==> config.mk <==
export PLATFORM = sky130hd
export DESIGN_NAME = jtag_ram_init_loader
export DESIGN_NICKNAME = d
export VERILOG_FILES = /design/src/hdl/loader_pkg.sv /design/src/hdl/jtag_sync_if.sv /design/src/hdl/jtag_in_sync.sv /design/src/hdl/jtag_ram_init_loader.sv
export SDC_FILE = /design/constraint.sdc
export NUM_CORES = 1
export LEC_CHECK = 0
export ABC_AREA = 1
export BUFFER_PORTS_ARGS = -buffer_cell sky130_fd_sc_hd__buf_2
export CORE_ASPECT_RATIO = 0.6
export CORE_MARGIN = 2
export CORE_UTILIZATION = 40
export CTS_CLUSTER_SIZE = 12
export DETAILED_ROUTE_END_ITERATION = 6
export GPL_ROUTABILITY_DRIVEN = 0
export GPL_TIMING_DRIVEN = 0
export PLACE_DENSITY = 0.63
export SLEW_MARGIN = 10
export SYNTH_ARGS = -nofsm -noshare
export SYNTH_HDL_FRONTEND = slang
export SYNTH_SLANG_ARGS = --single-unit
==> constraint.sdc <==
create_clock -name clk -period 2.6 [get_ports clk]
set_clock_uncertainty 0.2 [all_clocks]
set_input_delay 0.26 -clock clk [delete_from_list [all_inputs] [get_ports clk]]
set_output_delay 0.26 -clock clk [all_outputs]
set_load 0.1 [all_outputs]
==> src/hdl/loader_pkg.sv <==
package loader_pkg;

  // Reference geometry: a 4 x 4 RAM and four blocks on the ring
  localparam int DATA_W_DEF = 4;
  localparam int ADDR_W_DEF = 2;
  localparam int NBLK_DEF   = 4;

  // Largest block that one load session is sized to fill
  localparam int BLOCK_BITS_MAX = 4608;

  // User instruction codes seen on the access macro command port
  localparam int             CMD_W         = 8;
  localparam logic [7:0]     CMD_LOAD_DATA = 8'h10;
  localparam logic [7:0]     CMD_LOAD_ADDR = 8'h11;
  localparam logic [7:0]     CMD_READBACK  = 8'h12;

  // Readback capture wait after the read clock edge, in clk cycles
  localparam logic [1:0]     RB_WAIT       = 2'h3;
  localparam logic [1:0]     RB_TAKE       = 2'h1;

  // Reset values
  localparam logic           RAM_CLK_RST   = 1'b1;

  typedef enum logic [1:0] {
    MODE_IDLE,
    MODE_DATA,
    MODE_ADDR,
    MODE_READ
  } mode_e;

endpackage

==> src/hdl/jtag_sync_if.sv <==
`timescale 1ns/1ps
interface jtag_sync_if #(
  parameter int DATA_W = 4
);
  import loader_pkg::*;
  logic              sclk;
  logic              sdin;
  logic              upd;
  logic [CMD_W-1:0]  cmd;
  logic [DATA_W-1:0] rdata;

  modport src (output sclk, output sdin, output upd, output cmd, output rdata);
  modport dst (input  sclk, input  sdin, input  upd, input  cmd, input  rdata);
endinterface

==> src/hdl/jtag_in_sync.sv <==
`timescale 1ns/1ps
module jtag_in_sync
  import loader_pkg::*;
#(
  parameter int DATA_W = 4
) (
  // Clock and reset
  input  wire logic              clk,
  input  wire logic              rst_n,
  // Raw inputs from the access macro and the RAM
  input  wire logic              sclk_raw,
  input  wire logic              sdin_raw,
  input  wire logic              upd_raw,
  input  wire logic [CMD_W-1:0]  cmd_raw,
  input  wire logic [DATA_W-1:0] rdata_raw,
  // Synchronised copies
  jtag_sync_if.src               so
);
  localparam int N = 3 + CMD_W + DATA_W;

  typedef struct packed {
    logic [N-1:0] s1;
    logic [N-1:0] s2;
  } sync_s;

  sync_s q;
  sync_s d;

  // Stage one is read by stage two only
  always_comb begin
    d    = q;
    d.s1 = {sclk_raw, sdin_raw, upd_raw, cmd_raw, rdata_raw};
    d.s2 = q.s1;
  end

  always_ff @(posedge clk or negedge rst_n) begin
    if (!rst_n) begin
      q <= '0;
    end else begin
      q <= d;
    end
  end

  assign so.sclk  = q.s2[N-1];
  assign so.sdin  = q.s2[N-2];
  assign so.upd   = q.s2[N-3];
  assign so.cmd   = q.s2[DATA_W +: CMD_W];
  assign so.rdata = q.s2[DATA_W-1:0];
endmodule

==> src/hdl/jtag_ram_init_loader.sv <==
// Summary of operation
// - Each block loads on its own, and one session can fill a whole block of 4,608 bits.
// - Command, data and clock from the user JTAG access macro drive the RAM ports in step.
// - One chip select per block picks the block being loaded, stepped by a ring counter.
// - The serial-in parallel-out register is as wide as the RAM data word.
// - Serial data bits are shifted in on the user data-register shift clock.
// - A word goes to the write data port only after the shift register holds all its bits.
// - The shift register output is registered so data lines up with address and write clock.
// - The write address comes from a TAP-loaded address shift register or an internal counter.
// - The write clock drives the RAM clock and data, address and selects are synced to it.
// - RAM clock is the inverted update strobe, so address and data settle in Update-DR.
// - One clock output is the write clock while loading and the read clock in readback.
// - A readback mode reads the RAM contents back out for checking.
// - Default sizes fit the reference 4 x 4 RAM.
`timescale 1ns/1ps
module jtag_ram_init_loader
  import loader_pkg::*;
#(
  parameter int DATA_W = DATA_W_DEF,
  parameter int ADDR_W = ADDR_W_DEF,
  parameter int NBLK   = NBLK_DEF
) (
  // Clock and reset
  input  wire logic              clk,
  input  wire logic              rst_n,
  // User JTAG access macro
  input  wire logic [CMD_W-1:0]  user_command,
  input  wire logic              user_serial_data_in,
  input  wire logic              user_dr_shift_clock,
  input  wire logic              register_update_strobe,
  output logic                   user_serial_data_out,
  // RAM ports
  output logic [NBLK-1:0]        ram_cs,
  output logic [ADDR_W-1:0]      ram_addr,
  output logic [DATA_W-1:0]      ram_wdata,
  output logic                   ram_wen,
  output logic                   ram_clk,
  input  wire logic [DATA_W-1:0] ram_rdata,
  // Status
  output logic                   readback_active
);
  localparam int CNT_W = $clog2(DATA_W + ADDR_W) + 1;
  localparam logic [ADDR_W-1:0] ADDR_LAST = '1;
  localparam logic [CNT_W-1:0]  WORD_BITS = CNT_W'(DATA_W);
  localparam logic [CNT_W-1:0]  ADDR_BITS = CNT_W'(ADDR_W);
  localparam logic [NBLK-1:0]   RING_RST  = NBLK'(1);

  typedef struct packed {
    logic              sclk_prev;
    logic              upd_prev;
    mode_e             mode;
    logic [DATA_W-1:0] sr;
    logic [ADDR_W-1:0] ash;
    logic [CNT_W-1:0]  nbits;
    logic [ADDR_W-1:0] addr;
    logic [NBLK-1:0]   ring;
    logic [NBLK-1:0]   cs;
    logic [DATA_W-1:0] wdata;
    logic              wen;
    logic              clk_out;
    logic              adv;
    logic [1:0]        pend;
    logic [DATA_W-1:0] rb;
  } st_s;

  jtag_sync_if #(.DATA_W(DATA_W)) sy ();

  jtag_in_sync #(.DATA_W(DATA_W)) u_sync (
    .clk       (clk),
    .rst_n     (rst_n),
    .sclk_raw  (user_dr_shift_clock),
    .sdin_raw  (user_serial_data_in),
    .upd_raw   (register_update_strobe),
    .cmd_raw   (user_command),
    .rdata_raw (ram_rdata),
    .so        (sy.src)
  );

  st_s q;
  st_s d;

  logic  sclk_rise;
  logic  upd_rise;
  logic  upd_fall;
  mode_e mode_now;

  assign sclk_rise = sy.sclk && !q.sclk_prev;
  assign upd_rise  = sy.upd && !q.upd_prev;
  assign upd_fall  = !sy.upd && q.upd_prev;

  // The host picks the mode by loading a user instruction
  always_comb begin
    if (sy.cmd == CMD_LOAD_DATA) begin
      mode_now = MODE_DATA;
    end else if (sy.cmd == CMD_LOAD_ADDR) begin
      mode_now = MODE_ADDR;
    end else if (sy.cmd == CMD_READBACK) begin
      mode_now = MODE_READ;
    end else begin
      mode_now = MODE_IDLE;
    end
  end

  always_comb begin
    d           = q;
    d.sclk_prev = sy.sclk;
    d.upd_prev  = sy.upd;
    d.mode      = mode_now;
    d.adv       = 1'b0;
    // Inverted strobe: falls as Update-DR starts, rises as it ends
    d.clk_out   = !sy.upd;
    if (sclk_rise) begin
      case (q.mode)
        MODE_DATA: begin
          d.sr = {sy.sdin, q.sr[DATA_W-1:1]};
        end
        MODE_ADDR: begin
          d.ash = {sy.sdin, q.ash[ADDR_W-1:1]};
        end
        MODE_READ: begin
          d.rb = {1'b0, q.rb[DATA_W-1:1]};
        end
        default: begin
          d.sr = q.sr;
        end
      endcase
      if (q.nbits != '1) begin
        d.nbits = q.nbits + 1'b1;
      end
    end
    if (upd_rise) begin
      d.nbits = '0;
      case (q.mode)
        MODE_DATA: begin
          // A short scan leaves the RAM untouched
          if (q.nbits >= WORD_BITS) begin
            d.wdata = q.sr;
            d.wen   = 1'b1;
          end
        end
        MODE_ADDR: begin
          if (q.nbits >= ADDR_BITS) begin
            d.addr = q.ash;
          end
        end
        default: begin
          d.wen = 1'b0;
        end
      endcase
    end
    // Step only after the RAM clock has risen, so the edge sees a stable address
    if (upd_fall && (q.wen || q.mode == MODE_READ)) begin
      d.adv = 1'b1;
      if (q.mode == MODE_READ) begin
        d.pend = RB_WAIT;
      end
    end
    if (q.adv) begin
      d.wen  = 1'b0;
      d.addr = q.addr + 1'b1;
      if (q.addr == ADDR_LAST) begin
        d.ring = {q.ring[NBLK-2:0], q.ring[NBLK-1]};
      end
    end
    // Read data lands after the read edge and is then resynchronised
    if (q.pend != '0) begin
      d.pend = q.pend - 1'b1;
      if (q.pend == RB_TAKE) begin
        d.rb = sy.rdata;
      end
    end
    d.cs = (d.mode == MODE_IDLE) ? '0 : d.ring;
  end

  always_ff @(posedge clk or negedge rst_n) begin
    if (!rst_n) begin
      q         <= '0;
      q.mode    <= MODE_IDLE;
      q.ring    <= RING_RST;
      q.clk_out <= RAM_CLK_RST;
    end else begin
      q <= d;
    end
  end

  assign ram_cs               = q.cs;
  assign ram_addr             = q.addr;
  assign ram_wdata            = q.wdata;
  assign ram_wen              = q.wen;
  assign ram_clk              = q.clk_out;
  assign user_serial_data_out = q.rb[0];
  assign readback_active      = (q.mode == MODE_READ);
endmodule

==> results of run 1 <==
metal layers:
metal / up-vias / global-route usage, % / part of all wire [%] / wire length, microns
li1: 857 / - / - / -
met1: 706 / 17.4 / 54 / 2050
met2: 31 / 18.5 / 40 / 1540
met3: 4 / 6.25 / 5.2 / 197
met4: 0 / 4.44 / 0.71 / 27
met5: - / 0 / 0 / 0
flip-flops by register name, indices dropped and copies added, names as in the netlist:
register	cells
u_sync.so.sclk	1
ram_clk	1
ram_wdata	4
u_sync.d	15
u_sync.so.sdin	1
u_sync.so.cmd	8
q	24
ram_cs	4
u_sync.so.upd	1
user_serial_data_out	1
ram_wen	1
ram_addr	2
u_sync.so.rdata	4
cell usage after synthesis, drive strengths merged:
master,number
dfrtp,65
buf,10
or2,2
nand2,63
inv,38
nor2,21
nand4,4
a211oi,1
dfstp,2
ha,2
clkbuf,1
a31oi,1
nand3,15
o21ai,18
worst paths after layout:
path / from / end
setup / recovery: q[34] / readback_active
setup reg to reg: ram_addr[0] / ram_cs[0]
hold reg to reg: u_sync.d[10] / u_sync.so.cmd[6]
min in group clk: u_sync.d[10] / u_sync.so.cmd[6]
hold / removal: rst_n / q[24]
max in group asynchronous: rst_n / ram_clk
worst max-delay path: cells and delay by family (launching register included):
kind,cells,cell delay (ns)
and+or+nand+nor,1,0.12
buffers and inverters,2,0.56
DFF,1,0.39
cell type report:
type                       instances  area (sq um)
timing repair buffer              47           340
fill                             564          2860
tap                               84           105
buffer                            11          80.1
clock buffer                      11           151
inverter                          38           143
multi-input combinational        127           588
clock inverter                     5           108
sequential                        67          1680
kinds of logic after synthesis:
group                    share of synthesized area, %
AND/OR/NAND/NOR                                  18.3
adder cells (fa/ha/maj)                          1.00
flip-flops                                       67.4
AO/OA/AOI/OAI                                    4.32
buffers and inverters                            8.94
metrics by stage:
step	hold slack (ns)	instance area (sq um)
finish	0.109	3190
global route	0.113	3190
CTS	0.101	3190
detailed placement	-0.0826	2780
global placement	0.132	2750
floorplan	-0.236	2490
where the power goes:
part / switching, mW / total [mW] / internal [mW]
clock: 0.375 / 1.07 / 0.694
sequential: 0.0401 / 1.17 / 1.13
combinational: 0.216 / 0.317 / 0.101
==> metrics.cfg, run 1 <==
[status]
status = finished clean

[sta]
setup_viol_count_final = 0
worstMarginPinSlew_ns = 0.488
period_share_pct = 71.6
slew_viol_final = 0
slew_headroom_pct = 67.7
final-hold-violation-count = 0
fin_crit_ns = 1.86
rsz0062_at_grt = false
fmax_ghz = 0.537
tns_ns = 0
setup_slack_ns = 0.740

[route]
via_per_inst = 4.10
drt-wirelength-per-cell_microns = 9.77
drt-total-wl_microns = 3810
num_vias = 1598
first_pass_iters = 5
drtIter0Drc = 58
drt.antenna.violating_nets = 0
drc = 0

[grt]
antenna_found_initial = 0
grt_use_total_pct = 13.0
overflow = 0
grt_pass1_wl_microns = 6730
grt_max_degree = 57
grt_pass1_vias = 1545

[synth]
synth_seq_cells = 67
synth_top_area_share_pct = 65.3
netlist_area_sq_mm = 0.00249
synth_warnings = 0
synth.top_cells.by_area = dfrtp_1 65%, nand2_1 9.3%, inv_1 5.7%, buf_4 3.0%, nand3_1 2.8%
syn_inst = 243
syn-num-nets = 262
ys_seq_area_share_pct = 67.4
yosys.area.top_type = dfrtp_1
synth_cell_types = 21
synth_area_per_cell_sq_um = 10.2

[die]
die-area_sq_mm = 0.00689
die_x_microns = 106
initial_core_util_pct = 41.1
rows = 22
die_h_microns = 65.1
coreArea_sq_mm = 0.00606
io_pins = 31

[clock_network]
cts_sinks = 67
cts_setup_buffers = 0
cts_root_buf = clkbuf_8
cts_buffers = 9
insertion_delay_ns = 0.33
cts_tree = built
h-tree-depth = 3
cts_resized = 0
path_clk_slew_ns = 0.07
hold_buffers = 16
clockBufferDepth = 2

[cells_and_area]
layout_common_cells = 65 x dfrtp_1, 62 x nand2_1, 38 x inv_1, 29 x buf_2, 18 x nor2_1
final_nets = 320
final_util_pct = 52.7
layout_commonest_cell = dfrtp_1
fin_cells = 390
num_antenna_cells = 0
synthToLayoutAreaGrowth_pct = 28.3
drive_above_1_share_pct = 21.9

[pwr]
p_per_area_mw_per_mm2 = 799
p_total_mw = 2.55
ir_drop_mv = 0.478
p_leak_nw = 1.70

[setup_path]
path_cells = nand2_1 > inv_1 > buf_2
cpPeakStageDelay_ns = 0.44
crit_type = reg2out
worstSetupEndpointType = output pin
critPathSlowestCell = buf_2
path_max_fanout = 3
r2r_slack_ns = 1.20
crit_arrival_ns = 1.40
crit_required_ns = 2.14
reg2reg_depth = 4
start_kind = flop

[place]
hpwl_microns = 2670
pre_cts_ws_ns = 1.08
io_buffers = 30
dp.cells = 358

[run]
drv_cap = 0

[min_path]
hp-class = in2async

No activity file was read; power rests on OpenSTA's default activity.
==> inputs of run 2 (changes only) <==
--- a/config.mk
+++ b/config.mk
@@ -5,7 +5,7 @@
 export SDC_FILE = /design/constraint.sdc
 export NUM_CORES = 1
 export LEC_CHECK = 0
-export ABC_AREA = 1
+export ABC_AREA = 0
 export BUFFER_PORTS_ARGS = -buffer_cell sky130_fd_sc_hd__buf_2
 export CORE_ASPECT_RATIO = 0.6
 export CORE_MARGIN = 2
@@ -14,7 +14,7 @@
 export DETAILED_ROUTE_END_ITERATION = 6
 export GPL_ROUTABILITY_DRIVEN = 0
 export GPL_TIMING_DRIVEN = 0
-export PLACE_DENSITY = 0.63
+export PLACE_DENSITY = 0.65
 export SLEW_MARGIN = 10
 export SYNTH_ARGS = -nofsm -noshare
 export SYNTH_HDL_FRONTEND = slang
==> constraint.sdc (replaced) <==
create_clock -name clk -period 1.5 [get_ports clk]
set_clock_uncertainty 0.2 [all_clocks]
set_input_delay 0.15 -clock clk [delete_from_list [all_inputs] [get_ports clk]]
set_output_delay 0.15 -clock clk [all_outputs]
set_load 0.1 [all_outputs]
==> metrics.cfg, run 2 <==
[run]
drv_cap = 0

[cells_and_area]
num_antenna_cells = 0
layout_commonest_cell = dfrtp_1
largest_register = q
synthToLayoutAreaGrowth_pct = 34.7
drive_above_1_share_pct = 42.9
final_util_pct = 56.9
final_nets = 245
layout_common_cells = 62 x dfrtp_1, 26 x buf_4, 16 x dlygate4sd3_1, 16 x buf_2
largest_reg_flops = 24

[setup_path]
crit_arrival_ns = 1.54
reg2reg_depth = 3
worstSetupEndpointType = flop
crit_required_ns = 1.52
start_kind = flop
crit_type = reg2reg
path_max_fanout = 4

[sta]
fin_crit_ns = 1.52
period_share_pct = 101
hold_slack_ns = 0.148
fmax_ghz = 0.658
tns_ns = -0.0539
setup_viol_count_final = 4
setup_slack_ns = -0.0193
final-hold-violation-count = 0
rsz0062_at_grt = true
worstMarginPinSlew_ns = 0.804
slew_headroom_pct = 46.4
slew_viol_final = 0

[die]
die_x_microns = 104
io_pins = 31
coreArea_sq_mm = 0.00570
die-area_sq_mm = 0.00667
die_h_microns = 64.1
rows = 21
initial_core_util_pct = 42.2

[grt]
grt_use_total_pct = 12.8
overflow = 0
antenna_found_initial = 0
grt_pass1_vias = 1358
grt_max_degree = 68
grt_pass1_wl_microns = 6290

[synth]
synth_top_area_share_pct = 67.6
async_flop_share_pct = 100
synth_edf_count = 0
synth_cell_types = 34
netlist_area_sq_mm = 0.00241
syn-num-nets = 183
synth_seq_cells = 67
synthFlopType = dfrtp_1
synth_area_per_cell_sq_um = 14.7
yosys.area.top_type = dfrtp_1
syn_inst = 164
synth_common_cells = 65 x dfrtp_1, 14 x mux2_2, 11 x buf_4, 11 x nand2_1, 10 x nor2_1
ys_seq_area_share_pct = 69.8
synth.most_common_cell = dfrtp_1
synth_warnings = 0
synth.top_cells.by_area = dfrtp_1 68%, mux2_2 6.6%, buf_4 3.4%, mux2i_1 2.9%, dfstp_2 2.2%

[min_path]
hp-class = reg2reg
whs_path_depth = 0

[pwr]
p_leak_nw = 1.56
ir_drop_mv = 0.860
p_per_area_mw_per_mm2 = 1210

[place]
hpwl_microns = 2090
io_buffers = 30
pre_cts_ws_ns = -0.0974

[clock_network]
insertion_delay_ns = 0.33
cts_root_buf = clkbuf_8
h-tree-depth = 3
cts_tree = built
clockBufferDepth = 2
cts_sinks = 67
path_clk_slew_ns = 0.06
cts_buffers = 9

[route]
num_vias = 1340
first_pass_iters = 4
via_per_inst = 4.31
drc = 0
drt-wirelength-per-cell_microns = 11.7
drt-total-wl_microns = 3640
drt.antenna.violating_nets = 0
drtIter0Drc = 42

[status]
violations = setup timing
status = finished with violations

run 2: path summary, 6_finish.rpt:
| check | to | startpoint | slack, ns |
|---|---|---|---|
| min in group asynchronous | u_sync.d[8] | rst_n | 0.25 |
| max reg2reg | ram_wdata[2] | q[34] | -0.02 |
| min | u_sync.so.cmd[1] | u_sync.d[5] | 0.15 |
| max | ram_wdata[2] | q[34] | -0.02 |
| min reg2reg | u_sync.so.cmd[1] | u_sync.d[5] | 0.15 |
| max in group asynchronous | q[26] | rst_n | 0.28 |
run 2: cell type report:
type                    count  area, sq um
clock inverters             6          113
well taps                  80          100
clock buffers              10          138
plain buffers              12         90.1
repair buffers             52          414
inverters                   2         7.51
flip-flops and latches     67         1680
multi-input cells          82          697
fillers                   481         2460
run 2: timing repair:
action / in CTS / in global routing
buffers inserted: 2 / 4
hold endpoints to repair: 80 / 0
resized for setup: 33 / 8
endpoints found under the setup margin: 26 / 19
hold buffers: 16 / 0
cloned: 0 / 0
pin swaps: 2 / 5
run 2: where the power goes:
| group | total, mW | internal (mW) | switching, mW |
|---|---|---|---|
| logic | 0.200 | 0.0962 | 0.104 |
| clock network | 1.80 | 1.15 | 0.645 |
| registers | 1.91 | 1.87 | 0.0399 |
| total | 3.91 | 3.12 | 0.789 |
run 2: stage by stage:
stage | instances | power, mW | cell area, sq um
detailed placement | 274 | 2.10 | 2660
finish | 311 | 3.91 | 3240
global route | 311 | 4.09 | 3240
CTS | 308 | 3.96 | 3190
floorplan | 164 | 2.02 | 2410
global placement | 274 | 2.09 | 2660
run 2: worst max-delay path: stages (launching register included):
cell and delay, ns:
dfrtp_1 0.41, nand2b_2 0.25, nor2_4 0.22, mux2_4 0.32
run 2: per-layer routing:
layer	track usage, %	routed length [microns]
met4	5.57	46
met5	0	0
met3	6.73	183
met1	16.0	1740
met2	18.6	1680
run 2: cell families after synthesis:
group | share of synthesized area [%]
AOI/OAI and AO/OA | 3.43
muxes | 9.46
buffers and inverters | 4.11
DFF | 69.8
and+or+nand+nor | 10.7
xor gates and xnor gates | 1.46
adders and majority gates | 1.04
==> inputs of run 3 (changes only) <==
--- a/config.mk
+++ b/config.mk
@@ -6,15 +6,15 @@
 export NUM_CORES = 1
 export LEC_CHECK = 0
 export ABC_AREA = 0
-export BUFFER_PORTS_ARGS = -buffer_cell sky130_fd_sc_hd__buf_2
 export CORE_ASPECT_RATIO = 0.6
 export CORE_MARGIN = 2
 export CORE_UTILIZATION = 40
 export CTS_CLUSTER_SIZE = 12
 export DETAILED_ROUTE_END_ITERATION = 6
+export DONT_BUFFER_PORTS = 1
 export GPL_ROUTABILITY_DRIVEN = 0
 export GPL_TIMING_DRIVEN = 0
-export PLACE_DENSITY = 0.65
+export PLACE_DENSITY = 0.58
 export SLEW_MARGIN = 10
 export SYNTH_ARGS = -nofsm -noshare
 export SYNTH_HDL_FRONTEND = slang
==> constraint.sdc (replaced) <==
create_clock -name clk -period 1.4 [get_ports clk]
set_clock_uncertainty 0.2 [all_clocks]
set_input_delay 0.14 -clock clk [delete_from_list [all_inputs] [get_ports clk]]
set_output_delay 0.14 -clock clk [all_outputs]
set_load 0.1 [all_outputs]
==> metrics.cfg, run 3 (synthesis results as in run 2) <==
[status]
status = finished with violations
violations = hold timing, setup timing

[clock_network]
cts_root_buf = clkbuf_8
clockBufferDepth = 2
path_clk_slew_ns = 0.07
cts_buffers = 9
h-tree-depth = 3
hold_buffers = 15
cts_sinks = 67
cts_tree = built
insertion_delay_ns = 0.34

[route]
drt-wirelength-per-cell_microns = 13.4
drt.antenna.violating_nets = 0
drc = 0
via_per_inst = 4.41
drtIter0Drc = 35
num_vias = 1248
first_pass_iters = 4
drt-total-wl_microns = 3790

[cells_and_area]
drive_above_1_share_pct = 38.4
stdcell_area_sq_mm = 0.00315
register_area_sq_mm = 0.00169
layout_common_cells = 60 x dfrtp_1, 15 x dlygate4sd3_1, 13 x buf_4, 12 x mux2_4
fillers = 462
largest_reg_flops = 24
fin_cells = 283
final_nets = 217
multi_input_area_sq_um = 773
layout_commonest_cell = dfrtp_1
num_antenna_cells = 0
final_util_pct = 55.2
synthToLayoutAreaGrowth_pct = 30.7
largest_register = q

[die]
io_pins = 31
coreArea_sq_mm = 0.00570
rows = 21
die-area_sq_mm = 0.00667
initial_core_util_pct = 42.2
die_x_microns = 104
die_h_microns = 64.1

[setup_path]
crit_arrival_ns = 1.54
reg2reg_depth = 4
worstSetupEndpointType = flop
path_max_fanout = 3
crit_required_ns = 1.41
start_kind = flop
crit_type = reg2reg

[sta]
setup_slack_ns = -0.124
slew_headroom_pct = 67.4
fmax_ghz = 0.656
worstMarginPinSlew_ns = 0.488
rsz0062_at_grt = true
setup_viol_count_final = 24
slew_viol_final = 0
tns_ns = -1.49
period_share_pct = 109
final-hold-violation-count = 67
hold_slack_ns = -0.711
fin_crit_ns = 1.52

[grt]
overflow = 0
antenna_found_initial = 0
grt_use_total_pct = 13.5
grt_max_degree = 68
grt_pass1_vias = 1359
grt_pass1_wl_microns = 6530

[run]
drv_cap = 0

[place]
place_area_sq_mm = 0.00257
io_buffers = 0
pre_cts_ws_ns = -0.189
hpwl_microns = 2450
dp.cells = 244

[pwr]
p_per_area_mw_per_mm2 = 1270
p_total_mw = 4.00
ir_drop_mv = 0.979
p_leak_nw = 1.42

[min_path]
hp-class = in2async

==> run 3: changes by cell type in the layout (fill, tap and decap cells not counted), sizes merged <==
cell         change
clkinv           -1
clkinvlp         +2
clkbuf           -1
dlygate4sd3      -1
inv              +1
bufinv           -1
buf             -27
==> run 3: area by class of cell <==
class / count / area share, %
well taps: 80 / 3.18
plain buffers: 13 / 4.14
inverters: 2 / 0.239
repair buffers: 23 / 6.92
clock buffers: 9 / 3.94
flip-flops and latches: 67 / 53.8
multi-input cells: 82 / 24.6
clock inverters: 7 / 3.22
==> run 3: worst paths after layout <==
| kind | to | slack (ns) | from |
|---|---|---|---|
| setup reg to reg | ram_addr[0] | -0.12 | q[33] |
| max in group asynchronous | ram_clk | 1.53 | rst_n |
| hold reg to reg | u_sync.so.sdin | 0.15 | u_sync.d[13] |
| min in group clk | u_sync.d[8] | 0.15 | user_command[4] |
| setup / recovery | ram_addr[0] | -0.12 | q[33] |
| hold / removal | u_sync.d[6] | -0.71 | rst_n |
==> run 3: worst max-delay path: stages (launching register included) <==
cell	delay (ns)
dfrtp_1	0.40
nand2b_4	0.17
nor4_4	0.28
mux2i_1	0.26
mux2i_1	0.09
==> run 3: power breakdown <==
| group | total (mW) | switching [mW] | internal [mW] |
|---|---|---|---|
| Combinational | 0.178 | 0.0730 | 0.105 |
| Clock | 1.76 | 0.744 | 1.01 |
| Sequential | 2.07 | 0.0573 | 2.01 |
| Total | 4.00 | 0.874 | 3.13 |
==> run 3: repair_timing <==
item                                    4_1_cts  5_1_grt
resized for setup                            26       11
setup buffers                                 6        2
pin swaps                                     6        4
endpoints found under the hold margin        82       67
endpoints found under the setup margin       29       33
==> run 3: metal layers <==
| layer | wire (microns) | global-route usage [%] | up-vias |
|---|---|---|---|
| met5 | 0 | 0 | - |
| met3 | 249 | 7.86 | 4 |
| met2 | 1860 | 21.8 | 30 |
| met4 | 55 | 6.08 | 0 |
| met1 | 1630 | 14.6 | 612 |
| li1 | - | - | 602 |
